`src/rtl/msp_params.svh`:
```
// Register map, field positions, reset values and timing counts
`ifndef MSP_PARAMS_SVH
`define MSP_PARAMS_SVH
`define MSP_NPORTS        12
`define MSP_CLK_KHZ       200000
`define MSP_TRIG_MIN_NS   500
`define MSP_TRIG_MIN_CYC  ((`MSP_TRIG_MIN_NS * `MSP_CLK_KHZ + 999999) / 1000000)
`define MSP_DAC_SLOT_US   40
`define MSP_DAC_SLOT_CYC  (`MSP_DAC_SLOT_US * `MSP_CLK_KHZ / 1000)
`define MSP_RATE0_KSPS    400
`define MSP_RATE1_KSPS    333
`define MSP_RATE2_KSPS    250
`define MSP_RATE3_KSPS    200
`define MSP_OFF_CFG       8'h00
`define MSP_OFF_DAC       8'h40
`define MSP_OFF_ADC       8'h80
`define MSP_OFF_CTRL      8'hC0
`define MSP_OFF_PRESET0   8'hC4
`define MSP_OFF_PRESET1   8'hC8
`define MSP_OFF_GPO       8'hCC
`define MSP_OFF_GPI       8'hD0
`define MSP_OFF_EDGE      8'hD4
`define MSP_OFF_OVC       8'hD8
`define MSP_OFF_MASK      8'hDC
`define MSP_CFG_MODE_LSB  0
`define MSP_CFG_AVG_LSB   4
`define MSP_CFG_REF_BIT   7
`define MSP_CFG_NEG_LSB   8
`define MSP_CFG_EDGE_LSB  12
`define MSP_CTRL_MODE_LSB 0
`define MSP_CTRL_RATE_LSB 2
`define MSP_CTRL_TRIG_BIT 4
`define MSP_CTRL_JUMP_BIT 5
`define MSP_CTRL_REF_BIT  6
`define MSP_CTRL_PSEL_LSB 7
`define MSP_CTRL_TEMP_LSB 9
`define MSP_CTRL_RESET    12'h00C
`define MSP_MASK_RESET    24'hFFFFFF
`endif

```
`src/rtl/msp_pkg.sv`:
```
// Types shared by the port sequencer
package msp_pkg;
   typedef logic [3:0] msp_idx_t;
   typedef enum logic [1:0] {
      MSP_ADC_IDLE   = 2'h0,
      MSP_ADC_SWEEP  = 2'h1,
      MSP_ADC_SINGLE = 2'h2,
      MSP_ADC_CONT   = 2'h3
   } msp_adc_mode_t;
   typedef enum logic [3:0] {
      MSP_PM_HIZ       = 4'h0,
      MSP_PM_DAC       = 4'h1,
      MSP_PM_LIN       = 4'h2,
      MSP_PM_LOUT      = 4'h3,
      MSP_PM_ADC_SE    = 4'h4,
      MSP_PM_ADC_DIFF  = 4'h5,
      MSP_PM_ADC_PDIFF = 4'h6
   } msp_port_mode_t;
   typedef enum logic [1:0] {
      MSP_S_IDLE = 2'b00,
      MSP_S_WAIT = 2'b01,
      MSP_S_CONV = 2'b11,
      MSP_S_NEXT = 2'b10
   } msp_state_t;
endpackage : msp_pkg

```
`src/rtl/msp_adc_mem.sv`:
```
// Result store for the per-port ADC data words
`timescale 1ns/1ps
module msp_adc_mem #(
   parameter int WIDTH = 12,
   parameter int DEPTH = 12,
   parameter int AW    = 4
) (
   input  wire logic             clk_i,     // System clock
   input  wire logic             reset_n_i, // Async reset, active low
   input  wire logic             wr_en_i,   // Write strobe
   input  wire logic [AW-1:0]    wr_addr_i, // Write address
   input  wire logic [WIDTH-1:0] wr_data_i, // Write data
   input  wire logic [AW-1:0]    rd_addr_i, // Read address
   output logic      [WIDTH-1:0] rd_data_o  // Registered read data
);
   logic [WIDTH-1:0] mem [DEPTH];

   always_ff @(posedge clk_i) begin
      if (wr_en_i) begin
         mem[wr_addr_i] <= wr_data_i;
      end
   end

   always_ff @(posedge clk_i or negedge reset_n_i) begin
      if (!reset_n_i) begin
         rd_data_o <= '0;
      end else begin
         rd_data_o <= mem[rd_addr_i];
      end
   end
endmodule : msp_adc_mem

```
`src/rtl/msp_sequencer.sv`:
```
// ADC and DAC port sequencer with APB register file
`timescale 1ns/1ps
`include "msp_params.svh"
module msp_sequencer #(
   parameter int DAC_SLOT_CYCLES = `MSP_DAC_SLOT_CYC,
   parameter int TRIG_MIN_CYCLES = `MSP_TRIG_MIN_CYC
) (
   input  wire logic             clk_i,                        // 200 MHz clock
   input  wire logic             reset_n_i,                    // Async reset, active low
   input  wire logic [7:0]       paddr_i,                      // APB address
   input  wire logic             psel_i,                       // APB select
   input  wire logic             penable_i,                    // APB enable
   input  wire logic             pwrite_i,                     // APB direction
   input  wire logic [31:0]      pwdata_i,                     // APB write data
   output logic      [31:0]      prdata_o,                     // APB read data
   output logic                  pready_o,                     // APB ready
   output logic                  pslverr_o,                    // APB error
   input  wire logic             convert_trigger_n_i,          // Trigger pin, low
   output logic                  adc_start_o,                  // Conversion start
   output msp_pkg::msp_idx_t     adc_pos_o,                    // Positive input port
   output msp_pkg::msp_idx_t     adc_neg_o,                    // Negative input port
   output logic                  adc_neg_gnd_o,                // Negative input grounded
   output logic                  adc_ref_dac_o,                // Use DAC reference
   output logic                  adc_temp_o,                   // Temperature slot
   input  wire logic             adc_done_i,                   // Conversion done
   input  wire logic [11:0]      adc_result_i,                 // Offset binary result
   output logic [2:0]            temperature_channel_select_o, // Temperature select
   output logic                  dac_load_o,                   // DAC update pulse
   output msp_pkg::msp_idx_t     dac_port_o,                   // DAC target port
   output logic [11:0]           dac_data_o,                   // DAC code
   output logic                  dac_ref_ext_o,                // External DAC reference
   input  wire logic [11:0]      ovc_i,                        // Overcurrent per port
   input  wire logic [11:0]      logic_input_port_i,           // Comparator outputs
   output logic [11:0]           logic_output_port_o,          // Logic output states
   output logic                  irq_out_n_o,                  // Interrupt pin value
   output logic                  irq_out_n_oe_o                // Interrupt pin enable
);
   import msp_pkg::*;

   localparam int NP = `MSP_NPORTS;
   localparam int TW = $clog2(TRIG_MIN_CYCLES + 1);
   localparam int DW = $clog2(DAC_SLOT_CYCLES);

   function automatic logic [4:0] find_from(input logic [11:0] mask, input logic [4:0] from);
      logic [4:0] r;
      r = 5'h00;
      for (int i = NP - 1; i >= 0; i--) begin
         if (mask[i] && (i >= int'(from))) begin
            r = {1'b1, 4'(i)};
         end
      end
      return r;
   endfunction : find_from

   function automatic logic hit_arr(input logic [7:0] a, input logic [7:0] base);
      return (a[7:6] == base[7:6]) && (a[5:2] < 4'(NP)) && (a[1:0] == 2'h0);
   endfunction : hit_arr

   function automatic logic [9:0] rate_cyc(input logic [1:0] sel);
      unique case (sel)
         2'h0: return 10'(`MSP_CLK_KHZ / `MSP_RATE0_KSPS);
         2'h1: return 10'(`MSP_CLK_KHZ / `MSP_RATE1_KSPS);
         2'h2: return 10'(`MSP_CLK_KHZ / `MSP_RATE2_KSPS);
         2'h3: return 10'(`MSP_CLK_KHZ / `MSP_RATE3_KSPS);
      endcase
   endfunction : rate_cyc

   logic [13:0]   cfg [NP];
   logic [11:0]   dac_data [NP];
   logic [11:0]   ctrl;
   logic [11:0]   preset0;
   logic [11:0]   preset1;
   logic [11:0]   logic_output_port;
   logic [11:0]   lin_q;
   logic [11:0]   edge_st;
   logic [11:0]   ovc_st;
   logic [23:0]   irq_mask;
   logic [11:0]   adc_mask;
   logic [11:0]   dac_mask;
   logic [11:0]   lin_mask;
   logic [11:0]   lout_mask;
   logic [11:0]   adc_valid;
   logic [18:0]   acc [NP];
   logic [6:0]    cnt [NP];
   msp_state_t    state;
   msp_adc_mode_t adc_mode;
   logic [3:0]    chan;
   logic          temp_slot;
   logic          sweeping;
   logic [4:0]    single_ptr;
   logic [TW-1:0] low_cnt;
   logic          soft_trig;
   logic [9:0]    rate_cnt;
   logic [DW-1:0] slot_cnt;
   logic [3:0]    dac_ptr;
   logic          jump_pend;
   logic [3:0]    jump_port;
   logic [31:0]   rd_q;
   logic          err_q;
   logic          adc_rd_q;
   logic          adc_rd_valid;
   logic [11:0]   mem_rd;
   logic          mem_we;
   logic [11:0]   mem_wd;

   wire        setup    = psel_i & ~penable_i;
   wire        wr       = psel_i & penable_i & pwrite_i;
   wire [3:0]  widx     = paddr_i[5:2];
   wire        wr_cfg   = wr && hit_arr(paddr_i, `MSP_OFF_CFG);
   wire        wr_dac   = wr && hit_arr(paddr_i, `MSP_OFF_DAC);
   wire        wr_ctrl  = wr && (paddr_i == `MSP_OFF_CTRL);
   wire [1:0]  new_mode = pwdata_i[`MSP_CTRL_MODE_LSB +: 2];
   wire        have_temp = (ctrl[`MSP_CTRL_TEMP_LSB +: 3] != 3'h0);
   wire        rate_tick = (rate_cnt == 10'h000);
   wire        pin_trig  = ~convert_trigger_n_i && (low_cnt == TW'(TRIG_MIN_CYCLES - 1));
   wire        trig      = pin_trig | soft_trig;
   wire [4:0]  first     = find_from(adc_mask, 5'h00);
   wire [4:0]  after     = find_from(adc_mask, 5'({1'b0, chan} + 5'h01));
   wire [4:0]  cur       = find_from(adc_mask, single_ptr);
   wire [4:0]  cur_sel   = cur[4] ? cur : first;
   wire [4:0]  dac_first = find_from(dac_mask, 5'h00);
   wire [4:0]  dac_after = find_from(dac_mask, 5'({1'b0, dac_ptr} + 5'h01));
   wire        slot_end  = (slot_cnt == DW'(DAC_SLOT_CYCLES - 1));
   // Mode change between two active modes
   wire        clear_all = wr_ctrl && (new_mode != 2'h0) && (adc_mode != MSP_ADC_IDLE) &&
                           (new_mode != 2'(adc_mode));
   wire        conv_done = (state == MSP_S_CONV) && adc_done_i && !temp_slot;

   assign adc_mode = msp_adc_mode_t'(ctrl[`MSP_CTRL_MODE_LSB +: 2]);

   for (genvar g = 0; g < NP; g++) begin : g_port
      wire [3:0] m = cfg[g][`MSP_CFG_MODE_LSB +: 4];
      assign adc_mask[g]  = (m == MSP_PM_ADC_SE) || (m == MSP_PM_ADC_DIFF) ||
                            (m == MSP_PM_ADC_PDIFF);
      assign dac_mask[g]  = (m == MSP_PM_DAC) || (m == MSP_PM_LIN) || (m == MSP_PM_LOUT);
      assign lin_mask[g]  = (m == MSP_PM_LIN);
      assign lout_mask[g] = (m == MSP_PM_LOUT);
   end

   // Port configuration and DAC data words
   always_ff @(posedge clk_i or negedge reset_n_i) begin
      if (!reset_n_i) begin
         for (int i = 0; i < NP; i++) begin
            cfg[i]      <= 14'h0000;
            dac_data[i] <= 12'h000;
         end
      end else begin
         if (wr_cfg) begin
            cfg[widx] <= pwdata_i[13:0];
         end
         if (wr_dac) begin
            dac_data[widx] <= pwdata_i[11:0];
         end
      end
   end

   // Global control, presets, output data, mask
   always_ff @(posedge clk_i or negedge reset_n_i) begin
      if (!reset_n_i) begin
         ctrl      <= `MSP_CTRL_RESET;
         soft_trig <= 1'b0;
         preset0   <= 12'h000;
         preset1   <= 12'h000;
         logic_output_port       <= 12'h000;
         irq_mask  <= `MSP_MASK_RESET;
      end else begin
         soft_trig <= wr_ctrl && pwdata_i[`MSP_CTRL_TRIG_BIT];
         if (wr_ctrl) begin
            ctrl <= pwdata_i[11:0] & ~(12'h001 << `MSP_CTRL_TRIG_BIT);
         end
         if (wr && (paddr_i == `MSP_OFF_PRESET0)) begin
            preset0 <= pwdata_i[11:0];
         end
         if (wr && (paddr_i == `MSP_OFF_PRESET1)) begin
            preset1 <= pwdata_i[11:0];
         end
         if (wr && (paddr_i == `MSP_OFF_GPO)) begin
            logic_output_port <= pwdata_i[11:0];
         end
         if (wr && (paddr_i == `MSP_OFF_MASK)) begin
            irq_mask <= pwdata_i[23:0];
         end
      end
   end

   // APB read path, captured in the setup phase
   always_ff @(posedge clk_i or negedge reset_n_i) begin
      if (!reset_n_i) begin
         rd_q         <= 32'h0000_0000;
         err_q        <= 1'b0;
         adc_rd_q     <= 1'b0;
         adc_rd_valid <= 1'b0;
      end else if (setup) begin
         rd_q         <= 32'h0000_0000;
         err_q        <= 1'b0;
         adc_rd_q     <= hit_arr(paddr_i, `MSP_OFF_ADC);
         adc_rd_valid <= adc_valid[widx];
         if (hit_arr(paddr_i, `MSP_OFF_CFG)) begin
            rd_q <= {18'h00000, cfg[widx]};
         end else if (hit_arr(paddr_i, `MSP_OFF_DAC)) begin
            rd_q <= {20'h00000, dac_data[widx]};
         end else if (!hit_arr(paddr_i, `MSP_OFF_ADC)) begin
            unique case (paddr_i)
               `MSP_OFF_CTRL:    rd_q <= {20'h00000, ctrl};
               `MSP_OFF_PRESET0: rd_q <= {20'h00000, preset0};
               `MSP_OFF_PRESET1: rd_q <= {20'h00000, preset1};
               `MSP_OFF_GPO:     rd_q <= {20'h00000, logic_output_port};
               `MSP_OFF_GPI:     rd_q <= {20'h00000, lin_q};
               `MSP_OFF_EDGE:    rd_q <= {20'h00000, edge_st};
               `MSP_OFF_OVC:     rd_q <= {20'h00000, ovc_st};
               `MSP_OFF_MASK:    rd_q <= {8'h00, irq_mask};
               default:          err_q <= 1'b1;
            endcase
         end
      end
   end

   assign prdata_o  = adc_rd_q ? (adc_rd_valid ? {20'h00000, mem_rd} : 32'h0000_0000) : rd_q;
   assign pready_o  = 1'b1;
   assign pslverr_o = psel_i & penable_i & err_q;

   // Trigger pin low-time qualifier
   always_ff @(posedge clk_i or negedge reset_n_i) begin
      if (!reset_n_i) begin
         low_cnt <= '0;
      end else if (convert_trigger_n_i) begin
         low_cnt <= '0;
      end else if (low_cnt != TW'(TRIG_MIN_CYCLES)) begin
         low_cnt <= low_cnt + TW'(1);
      end
   end

   // Conversion rate pacing
   always_ff @(posedge clk_i or negedge reset_n_i) begin
      if (!reset_n_i) begin
         rate_cnt <= 10'h000;
      end else if (rate_tick) begin
         rate_cnt <= rate_cyc(ctrl[`MSP_CTRL_RATE_LSB +: 2]) - 10'h001;
      end else begin
         rate_cnt <= rate_cnt - 10'h001;
      end
   end

   // ADC sequencer
   always_ff @(posedge clk_i or negedge reset_n_i) begin
      if (!reset_n_i) begin
         state      <= MSP_S_IDLE;
         chan       <= 4'h0;
         temp_slot  <= 1'b0;
         sweeping   <= 1'b0;
         single_ptr <= 5'h00;
      end else begin
         unique case (state)
            MSP_S_IDLE: begin
               if (((adc_mode == MSP_ADC_CONT) || (adc_mode == MSP_ADC_SWEEP && trig)) &&
                   (first[4] || have_temp)) begin
                  chan      <= first[3:0];
                  temp_slot <= ~first[4];
                  sweeping  <= 1'b1;
                  state     <= MSP_S_WAIT;
               end else if (adc_mode == MSP_ADC_SINGLE && trig && first[4]) begin
                  chan      <= cur_sel[3:0];
                  temp_slot <= 1'b0;
                  sweeping  <= 1'b0;
                  state     <= MSP_S_WAIT;
               end
            end
            MSP_S_WAIT: begin
               if (adc_mode == MSP_ADC_IDLE) begin
                  state <= MSP_S_IDLE;
               end else if (rate_tick) begin
                  state <= MSP_S_CONV;
               end
            end
            MSP_S_CONV: begin
               if (adc_done_i) begin
                  state <= MSP_S_NEXT;
               end
            end
            MSP_S_NEXT: begin
               if (!sweeping) begin
                  single_ptr <= (chan == 4'(NP - 1)) ? 5'h00 : 5'({1'b0, chan} + 5'h01);
                  state      <= MSP_S_IDLE;
               end else if (adc_mode == MSP_ADC_IDLE) begin
                  state <= MSP_S_IDLE;
               end else if (!temp_slot && after[4]) begin
                  chan  <= after[3:0];
                  state <= MSP_S_WAIT;
               end else if (!temp_slot && have_temp) begin
                  temp_slot <= 1'b1;
                  state     <= MSP_S_WAIT;
               end else begin
                  state <= MSP_S_IDLE;
               end
            end
         endcase
      end
   end

   // Converter input selection, launched on the rate tick
   always_ff @(posedge clk_i or negedge reset_n_i) begin
      if (!reset_n_i) begin
         adc_start_o   <= 1'b0;
         adc_pos_o     <= 4'h0;
         adc_neg_o     <= 4'h0;
         adc_neg_gnd_o <= 1'b1;
         adc_ref_dac_o <= 1'b0;
         adc_temp_o    <= 1'b0;
      end else begin
         adc_start_o <= (state == MSP_S_WAIT) && rate_tick && (adc_mode != MSP_ADC_IDLE);
         if ((state == MSP_S_WAIT) && rate_tick && (adc_mode != MSP_ADC_IDLE)) begin
            adc_pos_o     <= chan;
            adc_neg_o     <= cfg[chan][`MSP_CFG_NEG_LSB +: 4];
            adc_neg_gnd_o <= (cfg[chan][3:0] == MSP_PM_ADC_SE);
            adc_ref_dac_o <= cfg[chan][`MSP_CFG_REF_BIT];
            adc_temp_o    <= temp_slot;
         end
      end
   end

   // Averaging and result write
   wire [18:0] sum   = acc[chan] + {7'h00, adc_result_i};
   wire [2:0]  nsh   = cfg[chan][`MSP_CFG_AVG_LSB +: 3];
   wire [6:0]  limit = 7'((8'h01 << nsh) - 8'h01);
   wire [11:0] avg   = 12'(sum >> nsh);
   assign mem_we = conv_done && (cnt[chan] == limit);
   assign mem_wd = (cfg[chan][3:0] == MSP_PM_ADC_SE) ? avg : {~avg[11], avg[10:0]};

   always_ff @(posedge clk_i or negedge reset_n_i) begin
      if (!reset_n_i) begin
         adc_valid <= 12'h000;
         for (int i = 0; i < NP; i++) begin
            acc[i] <= 19'h00000;
            cnt[i] <= 7'h00;
         end
      end else begin
         if (conv_done) begin
            acc[chan] <= mem_we ? 19'h00000 : sum;
            cnt[chan] <= mem_we ? 7'h00 : cnt[chan] + 7'h01;
            adc_valid[chan] <= adc_valid[chan] | mem_we;
         end
         if (wr_cfg && (pwdata_i[`MSP_CFG_AVG_LSB +: 3] != cfg[widx][`MSP_CFG_AVG_LSB +: 3])) begin
            adc_valid[widx] <= 1'b0;
            acc[widx]       <= 19'h00000;
            cnt[widx]       <= 7'h00;
         end
         if (clear_all) begin
            adc_valid <= 12'h000;
            for (int i = 0; i < NP; i++) begin
               acc[i] <= 19'h00000;
               cnt[i] <= 7'h00;
            end
         end
      end
   end

   msp_adc_mem #(
      .WIDTH (12),
      .DEPTH (NP),
      .AW    (4)
   ) u_mem (
      .clk_i     (clk_i),
      .reset_n_i (reset_n_i),
      .wr_en_i   (mem_we),
      .wr_addr_i (chan),
      .wr_data_i (mem_wd),
      .rd_addr_i (widx),
      .rd_data_o (mem_rd)
   );

   // DAC refresh sequencer
   always_ff @(posedge clk_i or negedge reset_n_i) begin
      if (!reset_n_i) begin
         slot_cnt   <= '0;
         dac_ptr    <= 4'h0;
         jump_pend  <= 1'b0;
         jump_port  <= 4'h0;
         dac_load_o <= 1'b0;
         dac_port_o <= 4'h0;
         dac_data_o <= 12'h000;
      end else begin
         slot_cnt   <= slot_end ? '0 : slot_cnt + DW'(1);
         dac_load_o <= slot_end && dac_mask[dac_ptr];
         if (slot_end) begin
            dac_port_o <= dac_ptr;
            unique case (ctrl[`MSP_CTRL_PSEL_LSB +: 2])
               2'h1:    dac_data_o <= preset0;
               2'h2:    dac_data_o <= preset1;
               default: dac_data_o <= dac_data[dac_ptr];
            endcase
            if (jump_pend) begin
               dac_ptr <= jump_port;
            end else begin
               dac_ptr <= dac_after[4] ? dac_after[3:0] : dac_first[3:0];
            end
         end
         if (wr_dac && ctrl[`MSP_CTRL_JUMP_BIT]) begin
            jump_pend <= 1'b1;
            jump_port <= widx;
         end else if (slot_end) begin
            jump_pend <= 1'b0;
         end
      end
   end

   // Logic ports, edge and overcurrent status, interrupt
   always_ff @(posedge clk_i or negedge reset_n_i) begin
      if (!reset_n_i) begin
         lin_q               <= 12'h000;
         edge_st             <= 12'h000;
         ovc_st              <= 12'h000;
         logic_output_port_o <= 12'h000;
         irq_out_n_oe_o      <= 1'b0;
      end else begin
         lin_q               <= logic_input_port_i;
         logic_output_port_o <= logic_output_port & lout_mask;
         for (int i = 0; i < NP; i++) begin
            edge_st[i] <= (edge_st[i] &
                           ~(wr && (paddr_i == `MSP_OFF_EDGE) && pwdata_i[i])) |
                          (lin_mask[i] &
                           ((cfg[i][`MSP_CFG_EDGE_LSB] & logic_input_port_i[i] & ~lin_q[i]) |
                            (cfg[i][`MSP_CFG_EDGE_LSB + 1] & ~logic_input_port_i[i] &
                             lin_q[i])));
         end
         ovc_st <= (ovc_st & ~({12{wr && (paddr_i == `MSP_OFF_OVC)}} & pwdata_i[11:0])) |
                   ovc_i;
         irq_out_n_oe_o <= |(ovc_st & ~irq_mask[11:0]) | |(edge_st & ~irq_mask[23:12]);
      end
   end

   assign irq_out_n_o                  = 1'b0;
   assign dac_ref_ext_o                = ctrl[`MSP_CTRL_REF_BIT];
   assign temperature_channel_select_o = ctrl[`MSP_CTRL_TEMP_LSB +: 3];
endmodule : msp_sequencer

```
`config.mk`:
```
export PLATFORM = sky130hd
export DESIGN_NAME = msp_sequencer
export DESIGN_NICKNAME = d
export VERILOG_FILES = /design/src/rtl/msp_pkg.sv /design/src/rtl/msp_adc_mem.sv /design/src/rtl/msp_sequencer.sv
export VERILOG_INCLUDE_DIRS = /design/src /design/src/rtl
export SDC_FILE = /design/constraint.sdc
export NUM_CORES = 2
export LEC_CHECK = 0
export BUFFER_PORTS_ARGS = -buffer_cell sky130_fd_sc_hd__buf_2
export CAP_MARGIN = 10
export CELL_PAD_IN_SITES_DETAIL_PLACEMENT = 1
export CELL_PAD_IN_SITES_GLOBAL_PLACEMENT = 2
export CORE_UTILIZATION = 38
export DETAILED_ROUTE_END_ITERATION = 16
export HOLD_SLACK_MARGIN = 0.05
export PLACE_DENSITY = 0.72
export SYNTH_ARGS = -nofsm -noshare
export SYNTH_HDL_FRONTEND = slang
export SYNTH_HIERARCHICAL = 1
export SYNTH_SLANG_ARGS = --single-unit
```
`constraint.sdc`:
```
create_clock -name clk_i -period 6.6 [get_ports clk_i]
set_input_delay 0.33 -clock clk_i [delete_from_list [all_inputs] [get_ports clk_i]]
set_output_delay 0.33 -clock clk_i [all_outputs]
set_load 0.005 [all_outputs]
```
Word-level counts from Yosys, hierarchy flattened
Memories as Yosys holds them, arrays and structs flattened. A register that Yosys moved wholly into a read port is not among the register bits. Index checks and enable logic that the tools add are counted.

Register bits: 873. Bits in latches: 0. Memory bits (writable): 144. Memory bits (read-only): 0. Bits of input ports: 83. Output and inout bits: 81. Logic and storage cells: 739. Memories kept: 1.

Add/subtract/negate cells: 9. Multiply operators: 0. Divide/modulo/power cells: 0. Order comparisons: 47. Eq/ne operators: 109. Shift operators: 2. Mux-type cells: 166. Bitwise gates (word level): 162. Reduce and logical (&&, ||, !) cells: 159.

Memories: u_mem.mem (words 12, bits a word 12, rd ports 1, clocked after memory_dff 1, write ports 1, line msp_adc_mem.sv:16) `logic [WIDTH-1:0] mem [DEPTH];`.

Operator list (count): $mux W228 (3); $mux W84 (3); $mux W5 (49); $and A228 B228 Y228 (1); $bwmux W228 (1); $not A228 Y228 (1); $pmux W24 S8 (1); $bwmux W168 (1); $demux W19 S4 (2); $eq A4 B3 Y1 const B (37); $bwmux W144 (1); $mux W12 (12); $bmux W14 S4 (2); $bmux W12 S4 (2); $eq A4 B2 Y1 const B (24); $mux W19 (5); $logic_and A1 B1 Y1 (86); $and A84 B84 Y84 (1); $bwmux W84 (1); $not A84 Y84 (1); $mux W4 (20); $and A1 B1 Y1 (76); $bmux W19 S4 (1); $and A12 B12 Y12 (6); other kinds (67) (317).

Depth between registers and ports, before layout
Word-level depth: 21. Gate-level depth with buffers: 24. Gate-level depth less buffers: 15.

Modules after synthesis
Netlist, hierarchy kept.

By module, submodules not included: msp_sequencer (times used 1, cells each 3849, area an instance 45057.0 µm²); msp_adc_mem (times used 1, cells each 262, area an instance 5783.0 µm²).

Worst setup path after synthesis
No wires, ideal clock.

Path kind: register -> register. Start: register chan[1]. End: memory u_mem.mem[0][11], data pin. Arrival time: 5599 ps. Data required time: 6334 ps. Setup slack: 736 ps. Cell stages (with the launch flop): 25. Path buffers: 9. Period minus slack after synthesis: 5864 ps. Cell sequence: dfrtp_1 > buf_2 > buf_2 > buf_2 > buf_2 > buf_2 > buf_2 > buf_2 > buf_2 > clkbuf_1 > mux4_2 > mux2i_1 > o21ai_0 > ha_1 > inv_1 > fa_1 > nor2b_1 > o31a_1 > o211ai_1 > o211ai_1 > and4b_1 > mux2_2 > o31ai_1 > o22ai_1 > xor2_1.

Word-level cells in the longest chain between the ends: 8. Elaborated cells between the ends (all ways): 12. Classes of those cells: add/sub (1); eq/ne (1); shift (1); mux (7); bitwise (2).

RTL lines: start, declared (line msp_sequencer.sv:87) `logic [3:0] chan;`; start signal, assigned (line msp_sequencer.sv:257) `chan <= first[3:0];`; start signal, assigned (line msp_sequencer.sv:262) `chan <= cur_sel[3:0];`; start signal, assigned (line msp_sequencer.sv:287) `chan <= after[3:0];`; $not A4 Y5 (not written as such) (*) (line msp_sequencer.sv:322, msp_sequencer.sv:323, msp_sequencer.sv:327); $bmux W19 S4 (line msp_sequencer.sv:322) `wire [18:0] sum = acc[chan] + {7'h00, adc_result_i};`; $mux W19 (not written as such) (2 in a row) (line msp_sequencer.sv:322); $add A19 B12 Y19 (line msp_sequencer.sv:322); $shr A19 B3 Y12 (line msp_sequencer.sv:325) `wire [11:0] avg = 12'(sum >> nsh);`; $not A1 Y1 (line msp_sequencer.sv:327) `assign mem_wd = (cfg[chan][3:0] == MSP_PM_ADC_SE) ? avg : {~avg[11], avg[10:0]};`; $mux W12 (*) (line msp_sequencer.sv:327); net mem_wd[11] (line msp_sequencer.sv:104) `logic [11:0] mem_wd;`; end, declared (line msp_adc_mem.sv:16).

Mark *: on every way through the listed nets, which the timed path passes. The rest lies on a longest branch. The select of a mux whose other input is x is not followed.

Worst setup path in the final report
Start: register chan[0]. End: memory u_mem.mem[0][7] (enable).

Word-level cells in the longest chain between the ends: 10. Elaborated cells between the ends (all ways): 13. Classes of those cells: add/sub (1); eq/ne (1); shift (1); mux (8); bitwise (1); reduce/logical (1).

RTL lines: $not A4 Y5 (not written as such) (line msp_sequencer.sv:323, msp_sequencer.sv:326); $bmux W14 S4 (line msp_sequencer.sv:323) `` wire [2:0] nsh = cfg[chan][`MSP_CFG_AVG_LSB +: 3]; ``; $mux W12 (2 in a row); $shl A1 B3 Y7 (line msp_sequencer.sv:324) `wire [6:0] limit = 7'((8'h01 << nsh) - 8'h01);`; $sub A7 B1 Y7 (line msp_sequencer.sv:324); $eq A7 B7 Y1 (line msp_sequencer.sv:326) `assign mem_we = conv_done && (cnt[chan] == limit);`; $logic_and A1 B1 Y1 (line msp_sequencer.sv:326); $mux W1 (line msp_adc_mem.sv:19) `if (wr_en_i) begin`; $mux W1 (not written as such) (line msp_adc_mem.sv:20) `mem[wr_addr_i] <= wr_data_i;`.

Parallel ways exist; a longest one is shown, timed or not. The select of a mux whose other input is x is not followed.

==> metrics <==
CP Class=register to register; leading register cell type out of synthesis=dfrtp_1; worst hold path depth=3; worst reg-to-reg path cell count=13; Max-Cap Viols=0; initial core utilization=~38%; Final Hold Viols=0; drt pass-1 iters=5; Setup Buffers After CTS=0; hold_sp=pwdata_i[3]; Non-Filler Instances=~6000; FF-to-FF End=u_mem/mem[0][7]; TritonCTS Buffers=~120; # nets final=between 4000 and 5000; # clock sinks=around 1000; Worst setup EP type=register; Max Fclk=between 150 and 200 MHz; CTS tree=done; worst-path maximum fanout=26; via/cell ratio=just under 6; total negative setup slack=0 ns; drt drc=0; syn_area_per_cell=approximately 12 sq um; critical path's top delay family=simple AND/OR/NAND/NOR gates; hold_ws=0.175 ns; Die W=roughly 370 um; Fin Clk Skew=~0.034 ns; path type of the worst min-delay path=input pin to register; Worst-path clk slew=approximately 0.060 ns; routed wire length=around 170 mm; initial antenna violation count=2; Total Routing Usage GR=about a quarter; Storage cell area=approximately 26000 sq um; status=finished clean; Final Cell Area=57800 sq um; WP buf/inv=2; row cnt=between 100 and 150; P_leak=between 20 and 30 nW; Port Buf Inserts=between 100 and 150; Data required, critical path=about 7 ns; Pwr per Cell Area=about 240 nW/um^2; clk_lat worst skew=approximately 0.76 ns; most frequent cell after synthesis=dfrtp_1; reg2reg setup slack=between 1 and 1.5 ns; Post-synth EDFFs=between 100 and 150; Synth top area share=between 40% and 50%; dpl cell area=between 50000 and 60000 sq um; largest net degree at the start of global routing=roughly 180; CTS Root Cell=clkbuf_16; initial DRC count=around 2500; sequential-to-total area share from yosys stat=between 50% and 60%; cell taking the most area after synthesis=dfrtp_1; cell total after placement=a little under 6000; synth unique cells=87; Syn-to-layout area delta=13.7%; Slew Limit Fails=0; final setup violation count=0; wire per inst=28.4 um; RSZ-0062 raised after global routing=false; Final GP Congestion=between 0.8 and 0.9; Core Box Area=around 130000 sq um; Post-synth ARST share=between 80 and 90%; multi-input combinational cell area=between 20000 and 25000 sq um; Tcrit/Tclk final=between 80% and 90%; Boundary Pins=between 150 and 200; Routed Antenna Nets=0; Vias=around 36000; reg2reg start=chan[0]; Arr. time, crit path=5.95 ns; Netlist Area Pre-Place=between 50000 and 60000 sq um; Synth area leaders=dfrtp_1 42%, mux4_2 12%, mux2_2 9.1%; Slew HR=19.5%; die area=about 140000 sq um; cell count after synthesis=4111; number of synthesis warnings=6; first-pass GRT wire length=258 mm; post-route minimum period=about 5.5 ns; die height=approximately 370 um; commonest cells in the netlist=850 x dfrtp_1, 443 x nand2_1, 410 x mux2_2; worst-path cell chain=mux4_2 -> and2_1 -> a221o_1 -> or3_1 -> ha_1 -> xnor2_1 -> a21oi_1 -> nor4b_2 -> o2111ai_2 -> inv_4 -> or3b_2 -> nor3_2 -> buf_4; GRT Residual Overflow=0; clock tree buffer depth=3; Final HPWL DP=around 110 mm; CP max stage delay=around 0.79 ns; CP startpoint kind=register; Least-Margin Pin Slew=1.20 ns; H-tree depth=3; share of cells above drive strength 1=approximately 29%; Worst VDD drop=about 0.2 mV; vias in the first global route=between 30000 and 40000; synthesis-stage register bit count=about 1000; slowest CP cell=dfrtp_4; sink of the worst hold path=irq_mask[3]; FILL cells=roughly 14000
## layout make-up
class                           instances  area share, %
Clock buffer                          174           6.03
Tap cell                             1755           3.80
Clock inverter                         42          0.820
Inverter                               88          0.576
Antenna cell                            2        0.00866
Timing Repair Buffer                  293           3.54
Sequential cell                      1021           45.5
Multi-Input combinational cell       2686           39.7
## cells in the final DEF, fill, tap and decap left out, types with 13 or more instances in the layout
cell type,count
o22ai_1,15
o221ai_1,26
nor3_1,29
dfrtp_1,844
xnor2_1,19
dfstp_2,27
mux4_2,265
nand3b_1,13
a31oi_1,21
mux2i_1,112
buf_4,99
a22o_1,185
dlygate4sd3_1,42
a21o_1,25
o211ai_1,14
o21ai_0,309
clkbuf_8,36
mux2_2,410
nor2_1,165
nor2_2,25
a22oi_1,38
buf_2,142
edfxtp_1,144
nand2b_1,35
ha_1,32
clkinv_2,20
o21a_1,16
clkbuf_1,20
nand2_1,443
a221o_1,15
inv_1,86
nand3_1,51
and2_1,36
o31ai_1,17
clkbuf_16,116
a21oi_1,92
xor2_1,22
nor2b_1,33
and3_1,19
## how the worst max path moves through the flow
stage          startpoint                to  slack, ns  cells after the start
6_report          chan[0]   u_mem/mem[0][7]       1.08                     13
3_5_place_dp      chan[0]  u_mem/mem[11][3]       1.03                     16
2_1_floorplan     chan[1]  u_mem/mem[0][11]       0.74                     24
5_1_grt           chan[0]   u_mem/mem[0][8]       0.71                     13
4_1_cts           chan[0]   u_mem/mem[3][3]       1.02                     16
3_3_place_gp      chan[0]   u_mem/mem[0][0]       1.11                     13
## worst reg2reg max path: stages (launching register included)
cell       delay, ns
dfrtp_4         0.79
mux4_2          0.62
and2_1          0.20
a221o_1         0.39
or3_1           0.42
ha_1            0.31
xnor2_1         0.25
a21oi_1         0.08
nor4b_2         0.31
o2111ai_2       0.44
inv_4           0.47
or3b_2          0.55
nor3_2          0.12
buf_4           0.27
## sequential cells by signal (all words and copies together), names as in the netlist, 13 cells and up
register,count
acc,228
cfg,168
dac_data,144
u_mem/mem,144
cnt,84
irq_mask,24
rd_q,24
slot_cnt,13
## cell families (layout without fill, tap and decap cells)
kind of cell,after synthesis,after routing,synth area share (%)
compound gates,863,863,11.5
xor+xnor,41,41,0.706
fa+ha+maj,33,33,0.827
buf+inv,412,597,3.48
flops,1021,1021,51.7
mux,787,787,23.0
other cells,2,12,0.0148
simple gates,952,952,8.68
## metal layers
metal / track usage [%] / vias up / wire [um] / share of wire, %
met5: 0 / - / 13 / 0.0076
met4: 9.29 / 2 / 6480 / 3.8
met3: 3.06 / 302 / 7050 / 4.1
met2: 42.3 / 856 / 84000 / 49
met1: 34.7 / 19000 / 74500 / 43
li1: - / 15500 / - / -
## what timing repair did
item / CTS / global route
endpoints found under the hold margin: 155 / 0
resized for setup: 0 / 0
hold buffers: 42 / 0
## power breakdown
part | total (mW) | switching [mW] | leakage, nW | internal (mW)
combinational | 0.641 | 0.438 | 9.93 | 0.202
sequential | 6.48 | 0.0438 | 13.2 | 6.44
clock | 6.69 | 2.78 | 1.96 | 3.91
total | 13.8 | 3.26 | 25.1 | 10.6
## metrics by stage
step                utilization [%]  total power, mW  setup WS (ns)
detailed placement             40.4             7.22           1.03
finish                         43.8             13.8           1.08
global route                   43.7             14.2          0.713
floorplan                         -             6.89          0.736
global placement               40.4             7.21           1.11
CTS                            43.7             13.9           1.02
No activity file was read; power rests on OpenSTA's default activity.
